===== config.mk =====
export PLATFORM = sky130hd
export DESIGN_NAME = cwc_top
export DESIGN_NICKNAME = d
export VERILOG_FILES = /design/src/cwc_top.v /design/src/cwc_ilim_lut.v /design/src/cwc_wdt.v
export VERILOG_INCLUDE_DIRS = /design/src
export SDC_FILE = /design/constraint.sdc
export NUM_CORES = 1
export LEC_CHECK = 0
export BUFFER_PORTS_ARGS = -buffer_cell sky130_fd_sc_hd__buf_2
export CAP_MARGIN = 20
export CORE_MARGIN = 10
export CORE_UTILIZATION = 58
export DETAILED_ROUTE_END_ITERATION = 10
export PLACE_DENSITY = 0.81
export SETUP_SLACK_MARGIN = 0.5
export SYNTH_ARGS = -nofsm -noshare
export SYNTH_HDL_FRONTEND = slang
export SYNTH_HIERARCHICAL = 1
export SYNTH_SLANG_ARGS = --single-unit
export TNS_END_PERCENT = 5

===== constraint.sdc =====
create_clock -name ref_clk_i -period 4.25 [get_ports ref_clk_i]
set_input_delay 0.85 -clock ref_clk_i [delete_from_list [all_inputs] [get_ports ref_clk_i]]
set_output_delay 0.85 -clock ref_clk_i [all_outputs]
set_load 0.02 [all_outputs]

===== src/cwc_defs.vh =====
// Constants for the clock, watchdog and bus current configuration block.
// Notes on behaviour
// - External clock code 0..7 selects 8 kHz doubling up to 1024 kHz.
// - Watchdog supervision runs only while its enable bit is one.
// - Period code gives 100/200/500/1000 ms on pin, 1/2/5/10 s on bus.
// - Source bit zero takes tickles as bus writes, one takes the pin.
// - Missed tickle reports only when response bit zero; one latches and floats outputs.
// - Dither active when disable bit zero; bit resets to one.
// - Current limit codes 0..13 map to 0.078125 A up to 3.75 A.
// - Current limit enforced only while the limit enable bit is one.
// - External clock used as reference only when clock source code is 3.
// - Writing one to fault wipe clears latched faults; the bit self-clears.
`ifndef CWC_DEFS_VH
`define CWC_DEFS_VH
`define CWC_SYS2_IDX 8'hA8
`define CWC_PERI1_IDX 8'hAA
`define CWC_SYS2_ADDR 12'h2A0
`define CWC_PERI1_ADDR 12'h2A8
`define CWC_FAULT_ADDR 12'h300
`define CWC_TICKLE_ADDR 12'h304
`define CWC_IRQ_STAT_ADDR 12'h308
`define CWC_IRQ_MASK_ADDR 12'h30C
`define CWC_SYS2_RST 32'h0000_0000
`define CWC_PERI1_RST 32'h4000_0000
`define CWC_WDT_FAULT_RESP_BIT 0
`define CWC_TICKLE_SRC_BIT 1
`define CWC_TICKLE_PER_LSB 2
`define CWC_WDT_ON_BIT 4
`define CWC_EXT_CLK_LSB 5
`define CWC_EXT_CLK_EN_BIT 8
`define CWC_CLK_SRC_LSB 9
`define CWC_CLK_SRC_EXT 2'h3
`define CWC_ILIM_ON_BIT 21
`define CWC_ILIM_LSB 22
`define CWC_DITHER_OFF_BIT 30
`define CWC_CLK_HZ 32'h0EE6_B280
`define CWC_PIN_PER0_MS 100
`define CWC_PIN_PER1_MS 200
`define CWC_PIN_PER2_MS 500
`define CWC_PIN_PER3_MS 1000
`define CWC_BUS_PER0_S 1
`define CWC_BUS_PER1_S 2
`define CWC_BUS_PER2_S 5
`define CWC_BUS_PER3_S 10
`define CWC_ILIM_UA_STEP 78125
`endif


===== src/cwc_top.v =====
// APB register slice for clock reference, watchdog, dither and bus current limit.
//
// The APB slave port was chosen for this implementation.
`timescale 1ns/1ps
`include "cwc_defs.vh"
module cwc_top #(
    parameter [31:0] PIN_P0 = `CWC_CLK_HZ / 1000 * `CWC_PIN_PER0_MS,
    parameter [31:0] PIN_P1 = `CWC_CLK_HZ / 1000 * `CWC_PIN_PER1_MS,
    parameter [31:0] PIN_P2 = `CWC_CLK_HZ / 1000 * `CWC_PIN_PER2_MS,
    parameter [31:0] PIN_P3 = `CWC_CLK_HZ / 1000 * `CWC_PIN_PER3_MS,
    parameter [31:0] BUS_P0 = `CWC_CLK_HZ * `CWC_BUS_PER0_S,
    parameter [31:0] BUS_P1 = `CWC_CLK_HZ * `CWC_BUS_PER1_S,
    parameter [31:0] BUS_P2 = `CWC_CLK_HZ * `CWC_BUS_PER2_S,
    parameter [31:0] BUS_P3 = `CWC_CLK_HZ * `CWC_BUS_PER3_S
)
(
    input wire ref_clk_i,
    input wire sys_rst_i,
    input wire psel_i,
    input wire penable_i,
    input wire pwrite_i,
    input wire [11:0] paddr_i,
    input wire [31:0] pwdata_i,
    input wire [3:0] pstrb_i,
    output reg [31:0] prdata_o,
    output reg pready_o,
    output reg pslverr_o,
    input wire tickle_pin_i,
    output reg [10:0] ext_ref_khz_o,
    output reg ext_ref_sel_o,
    output reg switching_clock_dither_o,
    output reg ilim_active_o,
    output reg [21:0] ilim_ua_o,
    output reg wdt_fault_o,
    output reg outputs_hiz_o,
    output reg irq_o
);
    reg [31:0] system_setup_two;
    reg [31:0] peripheral_setup_one;
    reg wdt_latched;
    reg [1:0] irq_stat;
    reg [1:0] irq_mask;
    reg tickle_pin_q;
    reg bus_tickle;
    reg [31:0] next_prdata;
    reg next_slverr;
    wire [21:0] lut_ua;
    wire wdt_expire;
    // The access cycle before pready launches the answer; the next one completes it.
    wire acc = psel_i && penable_i && pready_o;
    wire launch = psel_i && penable_i && !pready_o;
    wire wr = acc && pwrite_i;
    wire lane0 = pstrb_i[0];
    wire hit_sys2 = paddr_i == `CWC_SYS2_ADDR;
    wire hit_peri1 = paddr_i == `CWC_PERI1_ADDR;
    wire hit_fault = paddr_i == `CWC_FAULT_ADDR;
    wire hit_tickle = paddr_i == `CWC_TICKLE_ADDR;
    wire hit_stat = paddr_i == `CWC_IRQ_STAT_ADDR;
    wire hit_mask = paddr_i == `CWC_IRQ_MASK_ADDR;
    wire wr_sys2 = wr && hit_sys2;
    wire wr_peri1 = wr && hit_peri1;
    wire wr_tickle = wr && hit_tickle;
    wire wr_stat = wr && hit_stat && lane0;
    wire wr_mask = wr && hit_mask && lane0;
    wire [31:0] wmask = {{8{pstrb_i[3]}}, {8{pstrb_i[2]}}, {8{pstrb_i[1]}}, {8{pstrb_i[0]}}};
    // A partial write keeps the byte lanes whose strobe is low.
    wire [31:0] sys2_merged = (system_setup_two & ~wmask) | (pwdata_i & wmask);
    wire [31:0] peri1_merged = (peripheral_setup_one & ~wmask) | (pwdata_i & wmask);
    // Field views of the two setup registers.
    wire outside_watchdog_on = system_setup_two[`CWC_WDT_ON_BIT];
    wire watchdog_fault_response = system_setup_two[`CWC_WDT_FAULT_RESP_BIT];
    wire [1:0] tickle_period_sel = system_setup_two[`CWC_TICKLE_PER_LSB +: 2];
    wire [2:0] ext_clk_code = system_setup_two[`CWC_EXT_CLK_LSB +: 3];
    wire [1:0] clk_src_code = system_setup_two[`CWC_CLK_SRC_LSB +: 2];
    wire [3:0] ilim_code = peripheral_setup_one[`CWC_ILIM_LSB +: 4];
    wire ilim_on = peripheral_setup_one[`CWC_ILIM_ON_BIT];
    wire dither_off = peripheral_setup_one[`CWC_DITHER_OFF_BIT];
    wire tickle_src = system_setup_two[`CWC_TICKLE_SRC_BIT];
    wire pin_edge = tickle_pin_i && !tickle_pin_q;
    // With source bit zero, any write to the tickle address counts; data are ignored.
    wire tickle = tickle_src ? pin_edge : bus_tickle;
    // The wipe is a command, never stored, so a later write cannot apply it again.
    wire wipe = wr && hit_fault && lane0 && pwdata_i[0];
    wire [1:0] stat_clear = wr_stat ? pwdata_i[1:0] : 2'h0;

    cwc_wdt #(
        .PIN_P0(PIN_P0), .PIN_P1(PIN_P1), .PIN_P2(PIN_P2), .PIN_P3(PIN_P3),
        .BUS_P0(BUS_P0), .BUS_P1(BUS_P1), .BUS_P2(BUS_P2), .BUS_P3(BUS_P3)
    ) u_wdt (
        .ref_clk_i(ref_clk_i),
        .sys_rst_i(sys_rst_i),
        .enable_i(outside_watchdog_on),
        .source_i(tickle_src),
        .period_i(tickle_period_sel),
        .tickle_i(tickle),
        .expire_o(wdt_expire)
    );

    cwc_ilim_lut u_lut (
        .ref_clk_i(ref_clk_i),
        .sys_rst_i(sys_rst_i),
        .code_i(ilim_code),
        .limit_ua_o(lut_ua)
    );

    always @*
    begin
        next_prdata = 32'h0000_0000;
        next_slverr = 1'b0;
        case (paddr_i)
            `CWC_SYS2_ADDR: next_prdata = system_setup_two;
            `CWC_PERI1_ADDR: next_prdata = peripheral_setup_one;
            `CWC_FAULT_ADDR: next_prdata = {30'h0000_0000, wdt_latched, 1'b0};
            `CWC_TICKLE_ADDR: next_prdata = 32'h0000_0000;
            `CWC_IRQ_STAT_ADDR: next_prdata = {30'h0000_0000, irq_stat};
            `CWC_IRQ_MASK_ADDR: next_prdata = {30'h0000_0000, irq_mask};
            default: next_slverr = 1'b1;
        endcase
    end

    // One wait state: pready rises after the first access cycle and stands for one cycle.
    always @(posedge ref_clk_i)
    begin
        if (sys_rst_i)
        begin
            pready_o <= 1'b0;
        end
        else
        begin
            pready_o <= launch;
        end
    end

    // Read data stand only with pready, so a late sample sees zero.
    always @(posedge ref_clk_i)
    begin
        if (sys_rst_i)
        begin
            prdata_o <= 32'h0000_0000;
        end
        else if (launch && !pwrite_i)
        begin
            prdata_o <= next_prdata;
        end
        else
        begin
            prdata_o <= 32'h0000_0000;
        end
    end

    always @(posedge ref_clk_i)
    begin
        if (sys_rst_i)
        begin
            pslverr_o <= 1'b0;
        end
        else if (launch)
        begin
            pslverr_o <= next_slverr;
        end
        else
        begin
            pslverr_o <= 1'b0;
        end
    end

    // Reserved bits are kept as written and steer nothing.
    always @(posedge ref_clk_i)
    begin
        if (sys_rst_i)
        begin
            system_setup_two <= `CWC_SYS2_RST;
        end
        else if (wr_sys2)
        begin
            system_setup_two <= sys2_merged;
        end
    end

    always @(posedge ref_clk_i)
    begin
        if (sys_rst_i)
        begin
            peripheral_setup_one <= `CWC_PERI1_RST;
        end
        else if (wr_peri1)
        begin
            peripheral_setup_one <= peri1_merged;
        end
    end

    always @(posedge ref_clk_i)
    begin
        if (sys_rst_i)
        begin
            irq_mask <= 2'h0;
        end
        else if (wr_mask)
        begin
            irq_mask <= pwdata_i[1:0];
        end
    end

    // The pin is compared with its last sample, so only a rising edge tickles.
    always @(posedge ref_clk_i)
    begin
        if (sys_rst_i)
        begin
            tickle_pin_q <= 1'b0;
        end
        else
        begin
            tickle_pin_q <= tickle_pin_i;
        end
    end

    // A bus tickle is a one-cycle pulse after the write is accepted.
    always @(posedge ref_clk_i)
    begin
        if (sys_rst_i)
        begin
            bus_tickle <= 1'b0;
        end
        else
        begin
            bus_tickle <= wr_tickle;
        end
    end

    // A new expiry in the wiping cycle wins, so no missed tickle is ever lost.
    always @(posedge ref_clk_i)
    begin
        if (sys_rst_i)
        begin
            wdt_latched <= 1'b0;
        end
        else if (wdt_expire && watchdog_fault_response)
        begin
            wdt_latched <= 1'b1;
        end
        else if (wipe)
        begin
            wdt_latched <= 1'b0;
        end
    end

    // Sticky status, cleared by writing one; a new event in the clearing cycle wins.
    always @(posedge ref_clk_i)
    begin
        if (sys_rst_i)
        begin
            irq_stat <= 2'h0;
        end
        else
        begin
            irq_stat <= (irq_stat & ~stat_clear) | {1'b0, wdt_expire};
        end
    end

    // Every output below is registered: the first five from the decoded fields, the last three from fault and status.
    always @(posedge ref_clk_i)
    begin
        if (sys_rst_i)
        begin
            ext_ref_khz_o <= 11'h008;
        end
        else
        begin
            ext_ref_khz_o <= 11'h008 << ext_clk_code;
        end
    end

    always @(posedge ref_clk_i)
    begin
        if (sys_rst_i)
        begin
            ext_ref_sel_o <= 1'b0;
        end
        else
        begin
            ext_ref_sel_o <= clk_src_code == `CWC_CLK_SRC_EXT;
        end
    end

    always @(posedge ref_clk_i)
    begin
        if (sys_rst_i)
        begin
            switching_clock_dither_o <= 1'b0;
        end
        else
        begin
            switching_clock_dither_o <= !dither_off;
        end
    end

    always @(posedge ref_clk_i)
    begin
        if (sys_rst_i)
        begin
            ilim_active_o <= 1'b0;
        end
        else
        begin
            ilim_active_o <= ilim_on;
        end
    end

    always @(posedge ref_clk_i)
    begin
        if (sys_rst_i)
        begin
            ilim_ua_o <= 22'h00_0000;
        end
        else
        begin
            ilim_ua_o <= ilim_on ? lut_ua : 22'h00_0000;
        end
    end

    always @(posedge ref_clk_i)
    begin
        if (sys_rst_i)
        begin
            wdt_fault_o <= 1'b0;
        end
        else
        begin
            wdt_fault_o <= wdt_latched || irq_stat[0];
        end
    end

    always @(posedge ref_clk_i)
    begin
        if (sys_rst_i)
        begin
            outputs_hiz_o <= 1'b0;
        end
        else
        begin
            outputs_hiz_o <= wdt_latched;
        end
    end

    always @(posedge ref_clk_i)
    begin
        if (sys_rst_i)
        begin
            irq_o <= 1'b0;
        end
        else
        begin
            irq_o <= |(irq_stat & irq_mask);
        end
    end
endmodule


===== src/cwc_ilim_lut.v =====
// Bus current limit code to threshold lookup, registered.
`timescale 1ns/1ps
`include "cwc_defs.vh"
module cwc_ilim_lut
(
    input wire ref_clk_i,
    input wire sys_rst_i,
    input wire [3:0] code_i,
    output reg [21:0] limit_ua_o
);
    reg [21:0] next_limit_ua;
    reg [3:0] step_cnt;
    // The first three codes double from 78.125 mA; from code 3 on each step adds 312.5 mA.
    // Reserved codes hold the top threshold rather than wrapping to a small one.
    always @*
    begin
        step_cnt = (code_i > 4'hD) ? 4'hC : code_i - 4'h1;
        case (code_i)
            4'h0: next_limit_ua = 22'h01_312D;
            4'h1: next_limit_ua = 22'h02_625A;
            4'h2: next_limit_ua = 22'h04_C4B4;
            default: next_limit_ua = {18'h0_0000, step_cnt} * 22'h04_C4B4;
        endcase
    end
    always @(posedge ref_clk_i)
    begin
        if (sys_rst_i)
            limit_ua_o <= 22'h00_0000;
        else
            limit_ua_o <= next_limit_ua;
    end
endmodule


===== src/cwc_wdt.v =====
// Watchdog timer with selectable tickle period.
`timescale 1ns/1ps
`include "cwc_defs.vh"
module cwc_wdt #(
    parameter [31:0] PIN_P0 = `CWC_CLK_HZ / 1000 * `CWC_PIN_PER0_MS,
    parameter [31:0] PIN_P1 = `CWC_CLK_HZ / 1000 * `CWC_PIN_PER1_MS,
    parameter [31:0] PIN_P2 = `CWC_CLK_HZ / 1000 * `CWC_PIN_PER2_MS,
    parameter [31:0] PIN_P3 = `CWC_CLK_HZ / 1000 * `CWC_PIN_PER3_MS,
    parameter [31:0] BUS_P0 = `CWC_CLK_HZ * `CWC_BUS_PER0_S,
    parameter [31:0] BUS_P1 = `CWC_CLK_HZ * `CWC_BUS_PER1_S,
    parameter [31:0] BUS_P2 = `CWC_CLK_HZ * `CWC_BUS_PER2_S,
    parameter [31:0] BUS_P3 = `CWC_CLK_HZ * `CWC_BUS_PER3_S
)
(
    input wire ref_clk_i,
    input wire sys_rst_i,
    input wire enable_i,
    input wire source_i,
    input wire [1:0] period_i,
    input wire tickle_i,
    output reg expire_o
);
    reg [31:0] count;
    reg [31:0] limit;
    always @*
    begin
        case ({source_i, period_i})
            3'b000: limit = BUS_P0;
            3'b001: limit = BUS_P1;
            3'b010: limit = BUS_P2;
            3'b011: limit = BUS_P3;
            3'b100: limit = PIN_P0;
            3'b101: limit = PIN_P1;
            3'b110: limit = PIN_P2;
            default: limit = PIN_P3;
        endcase
    end
    always @(posedge ref_clk_i)
    begin
        expire_o <= 1'b0;
        if (sys_rst_i || !enable_i || tickle_i)
            count <= 32'h0000_0000;
        else if (count >= limit - 32'h0000_0001)
        begin
            count <= 32'h0000_0000;
            expire_o <= 1'b1;
        end
        else
            count <= count + 32'h0000_0001;
    end
endmodule


==> flow_metrics.tcl, run 1 <==
set metrics [dict create \
    grt_max_degree 54 \
    async_flop_share 0 \
    clk_latency_ps 440 \
    switching_share 0.2417 \
    p_seq_frac 0.521 \
    yosys.cell_types.count 77 \
    min_from "u_lut/limit_ua_o[15]" \
    combinationalPowerShare 0.027 \
    final.setup_skew_ps 13.07 \
    hold_buffers 0 \
    finalNetCount 1199 \
    grt_pass1_wl_mm 37.52 \
    slew_viol_final 0 \
    whs_ps 426.1 \
    route.detailed.drc 0 \
    finalHoldViolCount 0 \
    p_leak_nw 4.081 \
    drv_cap 0 \
    crit_path_max_incr_delay_ps 480 \
    cts_tree "yes" \
    areaGrowthSynthToFinish_pct 14.21 \
    root_buffer "clkbuf_16" \
    grt_usage 0.2084 \
    worst_slack_ps 631.5 \
    setup_tns_ps 0 \
    wl_mm 22.74 \
    start_util 0.5934 \
    path_cells "inv_1 -> ha_1 -> xor2_2 -> ha_1 -> inv_1 -> fa_1 -> inv_1 -> ha_1 -> nand4_1 -> a21oi_1 -> a31oi_1 -> or3b_2" \
    dp_slack_ps 519.6 \
    crit_type "reg2reg" \
    cts_buffers 17 \
    p_switching_w 0.0008538 \
    crit_fanout 9 \
    synth_compound_area_frac 0.1683 \
    rsz0062_at_grt "true" \
    layout_common_cells "dfxtp_1 (195), buf_2 (122), a21oi_1 (95), nand4_1 (64), nand2_1 (63)" \
    fmax_mhz 276.4 \
    cp-start-kind "flop" \
    worstPathRequired_ps 4560 \
    slowest_stage "fa_1" \
    dr_total_vias 7867 \
    max_slew_margin 0.3053 \
    hp-class "reg2reg" \
    hold_path_depth 1 \
    drive_gt1_frac 0.1864 \
    power-per-cell-area_nw_per_um2 341.6 \
    yosys.area_share.adder 0.08181 \
    core_sq_um 15260 \
    muxShareOfSynthArea 0.008154 \
    worst_pin_slew_ps 1038 \
    setup_viol 0 \
    dr.pass1.iters 5 \
    synth_warnings 6 \
    r2r_slack_ps 630 \
    finalCriticalPeriod_ps 3619 \
    synthXorXnorAreaFrac 0.04049 \
    worstReg2RegEnd "u_lut/limit_ua_o[18]" \
    period_share 0.8514 \
    die-area_sq_um 21010 \
    synth_top_family_by_area "simple AND/OR/NAND/NOR gates" \
    clkTransAtPathRegs_ps 80 \
    synth_area_per_cell_sq_um 9.136 \
    gp_congestion 0.8891 \
    worstPathArrival_ps 3930 \
    fp.dieH_um 144.9 \
    ys_ff_latch 196 \
    viasPerCell 5.996 \
    synth_edf_count 0 \
    outcome "finished, final reports clean" \
    ios 127 \
    port_buffers 123 \
    yosysSeqAreaShare 0.4334 \
    dr.first_iter.drc_count 866 \
    dp_hpwl_mm 15.45 \
    wl_per_cell_um 17.33 \
    vdd_drop_max_v 0.0002757 \
    grt-ovfl-total 0 \
    syn_inst 991 \
    worstRegToRegCells 12 \
    synth_ff_type "dfxtp_1" \
    holdPathEnd "ilim_ua_o[15]" \
    clock_sinks 196 \
    intPower_w 0.002678 \
    pwr-share-clk 0.451 \
    cp-end-kind "flop" \
    antenna_left 0 \
    cts_buffer_depth 2 \
    htree_levels 4 \
    antenna_found_initial 1 \
    synth-simple-area-share 0.2166 \
    die_w_um 144.9 \
    rows 45 \
    mostFrequentLayoutCell "dfxtp_1" \
    synth_area_sq_um 9054 \
    grt_pass1_vias 7511 \
]
==> synthesized netlist by cell type (30+ instances only) <==
| cell | instances | share of area |
|---|---|---|
| nand4_1 | 64 | 0.044 |
| ha_1 | 56 | 0.077 |
| nor2_1 | 35 | 0.015 |
| o21ai_0 | 31 | 0.017 |
| nand2_1 | 63 | 0.026 |
| inv_1 | 32 | 0.013 |
| nor3_1 | 45 | 0.025 |
| o21ai_1 | 51 | 0.028 |
| nand3_1 | 30 | 0.017 |
| xnor2_1 | 31 | 0.030 |
| a21oi_1 | 95 | 0.053 |
| dfxtp_1 | 196 | 0.43 |
| a22o_1 | 30 | 0.029 |
| clkbuf_1 | 32 | 0.013 |
==> critical path, delay by kind of cell, from the launching register on <==
| family | cells | cell delay (ps) |
|---|---|---|
| xor+xnor | 1 | 430 |
| fa+ha+maj | 4 | 1330 |
| compound gates | 2 | 510 |
| simple gates | 2 | 640 |
| flops | 1 | 390 |
| buf+inv | 3 | 200 |
==> power by group through the flow <==
stage	Combinational [W]	Clock [W]	Sequential, W
after CTS	0.0000933	0.00161	0.00184
after floorplan	0.0000477	0	0.00188
final	0.0000966	0.00159	0.00184
after detailed placement	0.0000925	0	0.00188
after global routing	0.000103	0.00170	0.00184
after global placement	0.0000924	0	0.00188
==> routing by layer <==
layer  wire length, um  global-route usage  up-vias  part of all wire
met1              9993              0.2666     3689              0.44
met3              1751             0.05992       36             0.077
met5                 0                   0        -                 0
met4               338             0.05618        0             0.015
met2             10660              0.3355      361              0.47
li1                  -                   -     3781                 -
==> worst max-delay path by stage <==
stage | startpoint | endpoint | slack (ps)
final | flop | u_lut/limit_ua_o[18] | 630
after global routing | flop | u_lut/limit_ua_o[18] | 420
after CTS | flop | u_lut/limit_ua_o[17] | 560
after detailed placement | flop | u_lut/limit_ua_o[17] | 520
after global placement | flop | u_lut/limit_ua_o[17] | 610
after floorplan | flop | u_lut/limit_ua_o[17] | 910
==> final cells by class <==
cell class	count	area [sq um]
clock buffer	18	439.2
multi-input combinational	702	4705
tap	211	264.0
antenna	1	2.502
sequential	196	3925
timing repair buffer	137	723.2
inverter	33	123.9
clock inverter	14	157.7
fill	1228	4918
==> per-stage QoR <==
stage	utilization	instances	total power, W	area, sq um
after floorplan	-	993	0.001933	9061
after global placement	0.6375	1279	0.001977	9727
after detailed placement	0.6375	1279	0.001977	9727
after CTS	0.6766	1311	0.003542	10320
after global routing	0.6775	1311	0.003640	10340
final	0.6777	1312	0.003532	10340
==> kinds of logic after synthesis <==
logic type / count (synthesis)
mux: 7
buf+inv: 95
flops: 196
xor+xnor: 41
other cells: 2
simple gates: 341
fa+ha+maj: 58
compound gates: 251
==> timing repair <==
item | 4_1_cts | 5_1_grt
gates cloned | 0 | 0
setup buffers | 0 | 0
gates resized for setup | 1 | 3
setup endpoints to repair | 1 | 7
Power figures use the tool's default switching activity.
==> run 2, diff against run 1 <==
CORE_UTILIZATION = 62   (was 58)
PLACE_DENSITY = 0.85   (was 0.81)
clock period = 4.6 ns   (was 4.25 ns; I/O delays follow)
==> run 2 against run 1 <==
Clock power decreased by 5%. First-iteration DRC count decreased by 5.3%. Sequential power decreased by 8%. Worst setup slack improved by 220 ps. Power decreased by 6.7%. Clock-buffer cell count decreased by 1. Critical path depth increased by 1. Die area decreased by 5.6%. Non-clock buffer count decreased by 2. Largest cell class unchanged.
==> flow_metrics.tcl, run 2 (synthesized netlist as in run 1, its figures left out) <==
set metrics [dict create \
    crit_top_cell "ha_1" \
    rows 44 \
    wl_per_cell_um 18.15 \
    dr.first_iter.drc_count 820 \
    clock_sinks 196 \
    crit_path_max_incr_delay_ps 430 \
    period_share 0.8148 \
    die-area_sq_um 19840 \
    worstPathArrival_ps 4050 \
    areaGrowthSynthToFinish_pct 13.72 \
    p_switching_w 0.0007873 \
    path_cells "inv_1 -> ha_1 -> nor3_1 -> nor2_1 -> ha_1 -> ha_1 -> ha_1 -> fa_1 -> a211oi_1 -> o21ai_1 -> o211ai_2 -> nor3b_1 -> o41ai_2" \
    cts_tree "yes" \
    worstPathRequired_ps 4900 \
    fp.dieH_um 140.8 \
    power-per-cell-area_nw_per_um2 320.2 \
    setup_viol 0 \
    intPower_w 0.002509 \
    vdd_drop_max_v 0.0002535 \
    p_leak_nw 4.076 \
    grt_max_degree 78 \
    cp-start-kind "flop" \
    worst_pin_slew_ps 1026 \
    mostFrequentLayoutCell "dfxtp_1" \
    outcome "finished, final reports clean" \
    cts_buffer_depth 2 \
    drv_cap 0 \
    final.setup_skew_ps 8.570 \
    antenna_found_initial 1 \
    grt_pass1_vias 7522 \
    hold_buffers 0 \
    dp_slack_ps 732.9 \
    core_sq_um 14420 \
    grt_pass1_wl_mm 37.69 \
    antenna_left 0 \
    cts_setup_buffers 0 \
    r2r_slack_ps 850 \
    viasPerCell 6.179 \
    die_w_um 140.8 \
    htree_levels 4 \
    slew_viol_final 0 \
    clkTransAtPathRegs_ps 70 \
    gp_congestion 0.8998 \
    wl_mm 23.29 \
    grt-ovfl-total 0 \
    cp-end-kind "flop" \
    dr.pass1.iters 6 \
    fin_util 0.7138 \
    worst_slack_ps 851.7 \
    finalNetCount 1197 \
    crit_type "reg2reg" \
    layout_common_cells "dfxtp_1 (196), buf_2 (123), a21oi_1 (95), nand4_1 (64), nand2_1 (63)" \
    finalCriticalPeriod_ps 3748 \
    ctsResizeCount 0 \
    switching_share 0.2388 \
    hp-class "reg2reg" \
    whs_ps 425.4 \
    root_buffer "clkbuf_16" \
    combinationalPowerShare 0.027 \
    drive_gt1_frac 0.1821 \
    start_util 0.6277 \
    cts_buffers 17 \
    rsz0062_at_grt "false" \
    ios 127 \
    slowest_stage "fa_1" \
    grt_usage 0.2255 \
    dp_hpwl_mm 15.79 \
    finalHoldViolCount 0 \
    pwr-share-clk 0.457 \
    clk_latency_ps 440 \
    fmax_mhz 266.8 \
    max_slew_margin 0.3135 \
    crit_fanout 6 \
    setup_tns_ps 0 \
    port_buffers 123 \
    route.detailed.drc 0 \
    p_seq_frac 0.516 \
    dr_total_vias 7928 \
]
## run 2: cell types whose count changed in the layout (fill, tap and decap cells not counted), sizes merged
cell    change
buf         -2
bufinv      +1
clkbuf      -1
clkinv      +1
inv         -1
## run 2: power groups by stage
stage               clock network, W  logic (W)  registers, W
floorplan                          0  0.0000441       0.00174
CTS                          0.00152  0.0000871       0.00170
finish                       0.00151  0.0000901       0.00170
global placement                   0  0.0000846       0.00174
global route                 0.00159  0.0000959       0.00170
detailed placement                 0  0.0000855       0.00174
## run 2: worst max-delay path, delay by kind of cell, from the launching register on
kind | cells | cell delay, ps
adder cells (fa/ha/maj) | 5 | 1550
AO/OA/AOI/OAI | 4 | 850
buffers and inverters | 1 | 110
AND/OR/NAND/NOR | 3 | 710
flip-flops | 1 | 410
## run 2: final cells by class
cell class                      instances  area (sq um)
Clock buffer                           17         425.4
Timing Repair Buffer                  135         705.7
Multi-Input combinational cell        702          4700
Tap cell                              184         230.2
Antenna cell                            1         2.502
Inverter                               33         123.9
Sequential cell                       196          3924
Clock inverter                         15         185.2
Fill cell                            1086          4128
## run 2: final timing paths
kind,startpoint,endpoint,depth (start not counted)
max,flop,u_lut/limit_ua_o[17],13
min,u_lut/limit_ua_o[16],ilim_ua_o[16],1
max reg2reg,flop,u_lut/limit_ua_o[17],13
min reg2reg,u_lut/limit_ua_o[16],ilim_ua_o[16],1
## run 2: layer usage
metal / up-vias / wire length (um) / GRT usage / part of all wire
li1: 3779 / - / - / -
met1: 3748 / 10150 / 0.2889 / 0.44
met2: 363 / 10990 / 0.3559 / 0.47
met3: 38 / 1747 / 0.05811 / 0.075
met4: 0 / 402 / 0.08641 / 0.017
met5: - / 0 / 0 / 0
## run 2: through the flow
step | area (sq um) | std cells | total power (W)
3_3_place_gp | 9676 | 1250 | 0.001826
5_1_grt | 10290 | 1282 | 0.003387
2_1_floorplan | 9061 | 993 | 0.001786
3_5_place_dp | 9676 | 1250 | 0.001827
4_1_cts | 10290 | 1282 | 0.003305
6_report | 10300 | 1283 | 0.003296
==> run 3, diff against run 2 <==
ABC_AREA = 1   (was not set)
CORE_UTILIZATION = 59   (was 62)
PLACE_DENSITY = 0.81   (was 0.85)
clock period = 3.55 ns   (was 4.6 ns; I/O delays follow)
==> run 3 against run 2 <==
Final area is 12% higher. First-iteration DRC count is 18% lower. Highest routed layer is now met5. Synthesized cell count is 47% higher.
==> flow_metrics.tcl, run 3 <==
set metrics [dict create \
    ios 127 \
    r2r_slack_ps 660 \
    synth_area_per_cell_sq_um 6.931 \
    ys_ff_latch 196 \
    grt-ovfl-total 0 \
    dr.pass1.iters 5 \
    synth_top_family_by_area "simple AND/OR/NAND/NOR gates" \
    synth_area_leaders "dfxtp_1 (39%), nand2_1 (15%), nor2_1 (11%)" \
    cp-end-kind "flop" \
    antenna_found_initial 3 \
    worstReg2RegEnd "u_lut/limit_ua_o[20]" \
    start_util 0.6055 \
    synth_edf_count 0 \
    dp_cells 1770 \
    clock_sinks 196 \
    finalCriticalPeriod_ps 2890 \
    wl_per_cell_um 13.32 \
    yosys.area.top_type_share 0.3894 \
    synthXorXnorAreaFrac 0.01738 \
    worstPathArrival_ps 3260 \
    syn_inst 1454 \
    rsz0062_at_grt "true" \
    finalNetCount 1684 \
    port_buffers 123 \
    stdcell_count 1806 \
    setup_viol 0 \
    power-per-cell-area_nw_per_um2 358.2 \
    cts_tree "yes" \
    worstPathRequired_ps 3920 \
    holdPathEnd "ilim_ua_o[5]" \
    core_sq_um 16640 \
    yosys.area.top_type "dfxtp_1" \
    hp-class "reg2reg" \
    cp-start-kind "flop" \
    grt_usage 0.2128 \
    die_w_um 150.7 \
    synth_ff_type "dfxtp_1" \
    rows 47 \
    synth_warnings 6 \
    fp.dieH_um 150.7 \
    clk_latency_ps 440 \
    worst_pin_slew_ps 657.1 \
    muxShareOfSynthArea 0 \
    period_share 0.8141 \
    slowest_stage "fa_1" \
    wl_mm 24.06 \
    whs_ps 409.0 \
    grt_pass1_vias 8690 \
    die-area_sq_um 22710 \
    gp_congestion 0.9577 \
    dr_total_vias 8973 \
    dr.first_iter.drc_count 672 \
    fmax_mhz 346.0 \
    synth_area_sq_um 10080 \
    grt_max_degree 38 \
    yosysMostFrequentCell "nand2_1" \
    route.detailed.drc 0 \
    drv_cap 0 \
    root_buffer "clkbuf_16" \
    mostFrequentLayoutCell "nand2_1" \
    hold_path_depth 2 \
    multiInputGateArea_sq_um 5279 \
    outcome "finished, final reports clean" \
    p_leak_nw 5.674 \
    crit_path_max_incr_delay_ps 470 \
    placed_cell_area_sq_um 10770 \
    cts_buffer_depth 2 \
    viasPerCell 4.968 \
    finalInstanceArea_sq_um 11570 \
    synth_compound_area_frac 0.03675 \
    drive_gt1_frac 0.1767 \
    worstRegToRegCells 19 \
    grt_pass1_wl_mm 39.81 \
    setup_tns_ps 0 \
    finalHoldViolCount 0 \
    layout_common_cells "nand2_1 (401), nor2_1 (278), inv_1 (206), dfxtp_1 (192), buf_2 (123)" \
    dp_hpwl_mm 17.57 \
    yosys.cell_types.count 45 \
    yosys.area_share.adder 0.07350 \
    crit_fanout 5 \
    path_cells "inv_2 -> ha_2 -> inv_2 -> nand4_1 -> nand2_2 -> inv_4 -> ha_2 -> inv_1 -> fa_1 -> inv_1 -> ha_4 -> nand2_1 -> nand3_1 -> nand3_1 -> nand2_2 -> nand3_1 -> nand2_1 -> nand2_1 -> a21oi_1" \
    vdd_drop_max_v 0.0003359 \
    slew_viol_final 0 \
    clkTransAtPathRegs_ps 70 \
    min_from "u_lut/limit_ua_o[5]" \
    async_flop_share 0 \
    max_slew_margin 0.5615 \
    htree_levels 4 \
    crit_type "reg2reg" \
    yosysSeqAreaShare 0.3894 \
    areaGrowthSynthToFinish_pct 14.79 \
    cts_buffers 17 \
    antenna_left 0 \
    final.setup_skew_ps 6.808 \
    regArea_sq_um 3934 \
    yosys-top-cells-count "nand2_1 (408), nor2_1 (284), inv_1 (211)" \
    fill_cells 1394 \
    synth-simple-area-share 0.3765 \
]
run 3: cell count changes after synthesis, sizes merged, moves of 27 or more:
| cell | before | now |
|---|---|---|
| nand2 | 63 | 425 |
| nor2 | 36 | 321 |
| inv | 33 | 220 |
| a21oi | 96 | 33 |
| o21ai | 82 | 23 |
| nand4 | 66 | 16 |
| nor3 | 50 | 19 |
| a22o | 30 | 0 |
| clkbuf | 32 | 5 |
run 3: layer usage:
layer / up-vias / routed length, um / global-route usage
met3: 47 / 1988 / 0.05732
met1: 3937 / 10490 / 0.2622
met5: - / 17 / 0
met4: 4 / 492 / 0.07652
met2: 352 / 11070 / 0.3503
li1: 4633 / - / -
run 3: worst max path at each step:
stage          start                    to  cells after the start
6_report        flop  u_lut/limit_ua_o[20]                     19
2_1_floorplan   flop  u_lut/limit_ua_o[15]                     19
4_1_cts         flop  u_lut/limit_ua_o[15]                     19
3_5_place_dp    flop  u_lut/limit_ua_o[15]                     19
5_1_grt         flop  u_lut/limit_ua_o[15]                     19
3_3_place_gp    flop  u_lut/limit_ua_o[15]                     19
run 3: cells by family after synthesis:
family,Yosys count
compound gates,67
xor+xnor,20
fa+ha+maj,58
buf+inv,254
flops,196
other cells,2
simple gates,857
run 3: final cells by class:
type,count,area share
Multi-Input combinational cell,1006,0.4564
Clock inverter,13,0.01028
Inverter,221,0.07215
Sequential cell,196,0.3401
Antenna cell,1,0.0002163
Tap cell,220,0.02380
Clock buffer,19,0.03829
Timing Repair Buffer,130,0.05884
run 3: where the power goes:
part / total (W) / internal, W / switching (W)
sequential: 0.00220 / 0.00220 / 0.00000195
combinational: 0.000102 / 0.0000331 / 0.0000686
clock: 0.00184 / 0.000941 / 0.000898
total: 0.00414 / 0.00318 / 0.000968
run 3: per-stage QoR:
step	total power [W]	util	setup slack [ps]
after floorplan	0.002305	-	654.4
after global placement	0.002355	0.6471	440.9
final	0.004144	0.6951	659.9
after detailed placement	0.002356	0.6471	300.1
after CTS	0.004159	0.6830	494.9
after global routing	0.004256	0.6949	459.9
run 3: timing repair:
action / CTS / global route
resized for setup: 11 / 43
setup endpoints to repair: 13 / 45
buffers inserted: 0 / 3
gates cloned: 0 / 0
hold buffers: 0 / 0
pin swaps: 0 / 12
run 3: critical path: cells and delay by family (launching register included):
family          cells  cell delay [ps]
simple gates        9              880
fa+ha+maj           4             1130
buf+inv             5              330
compound gates      1              100
flops               1              370
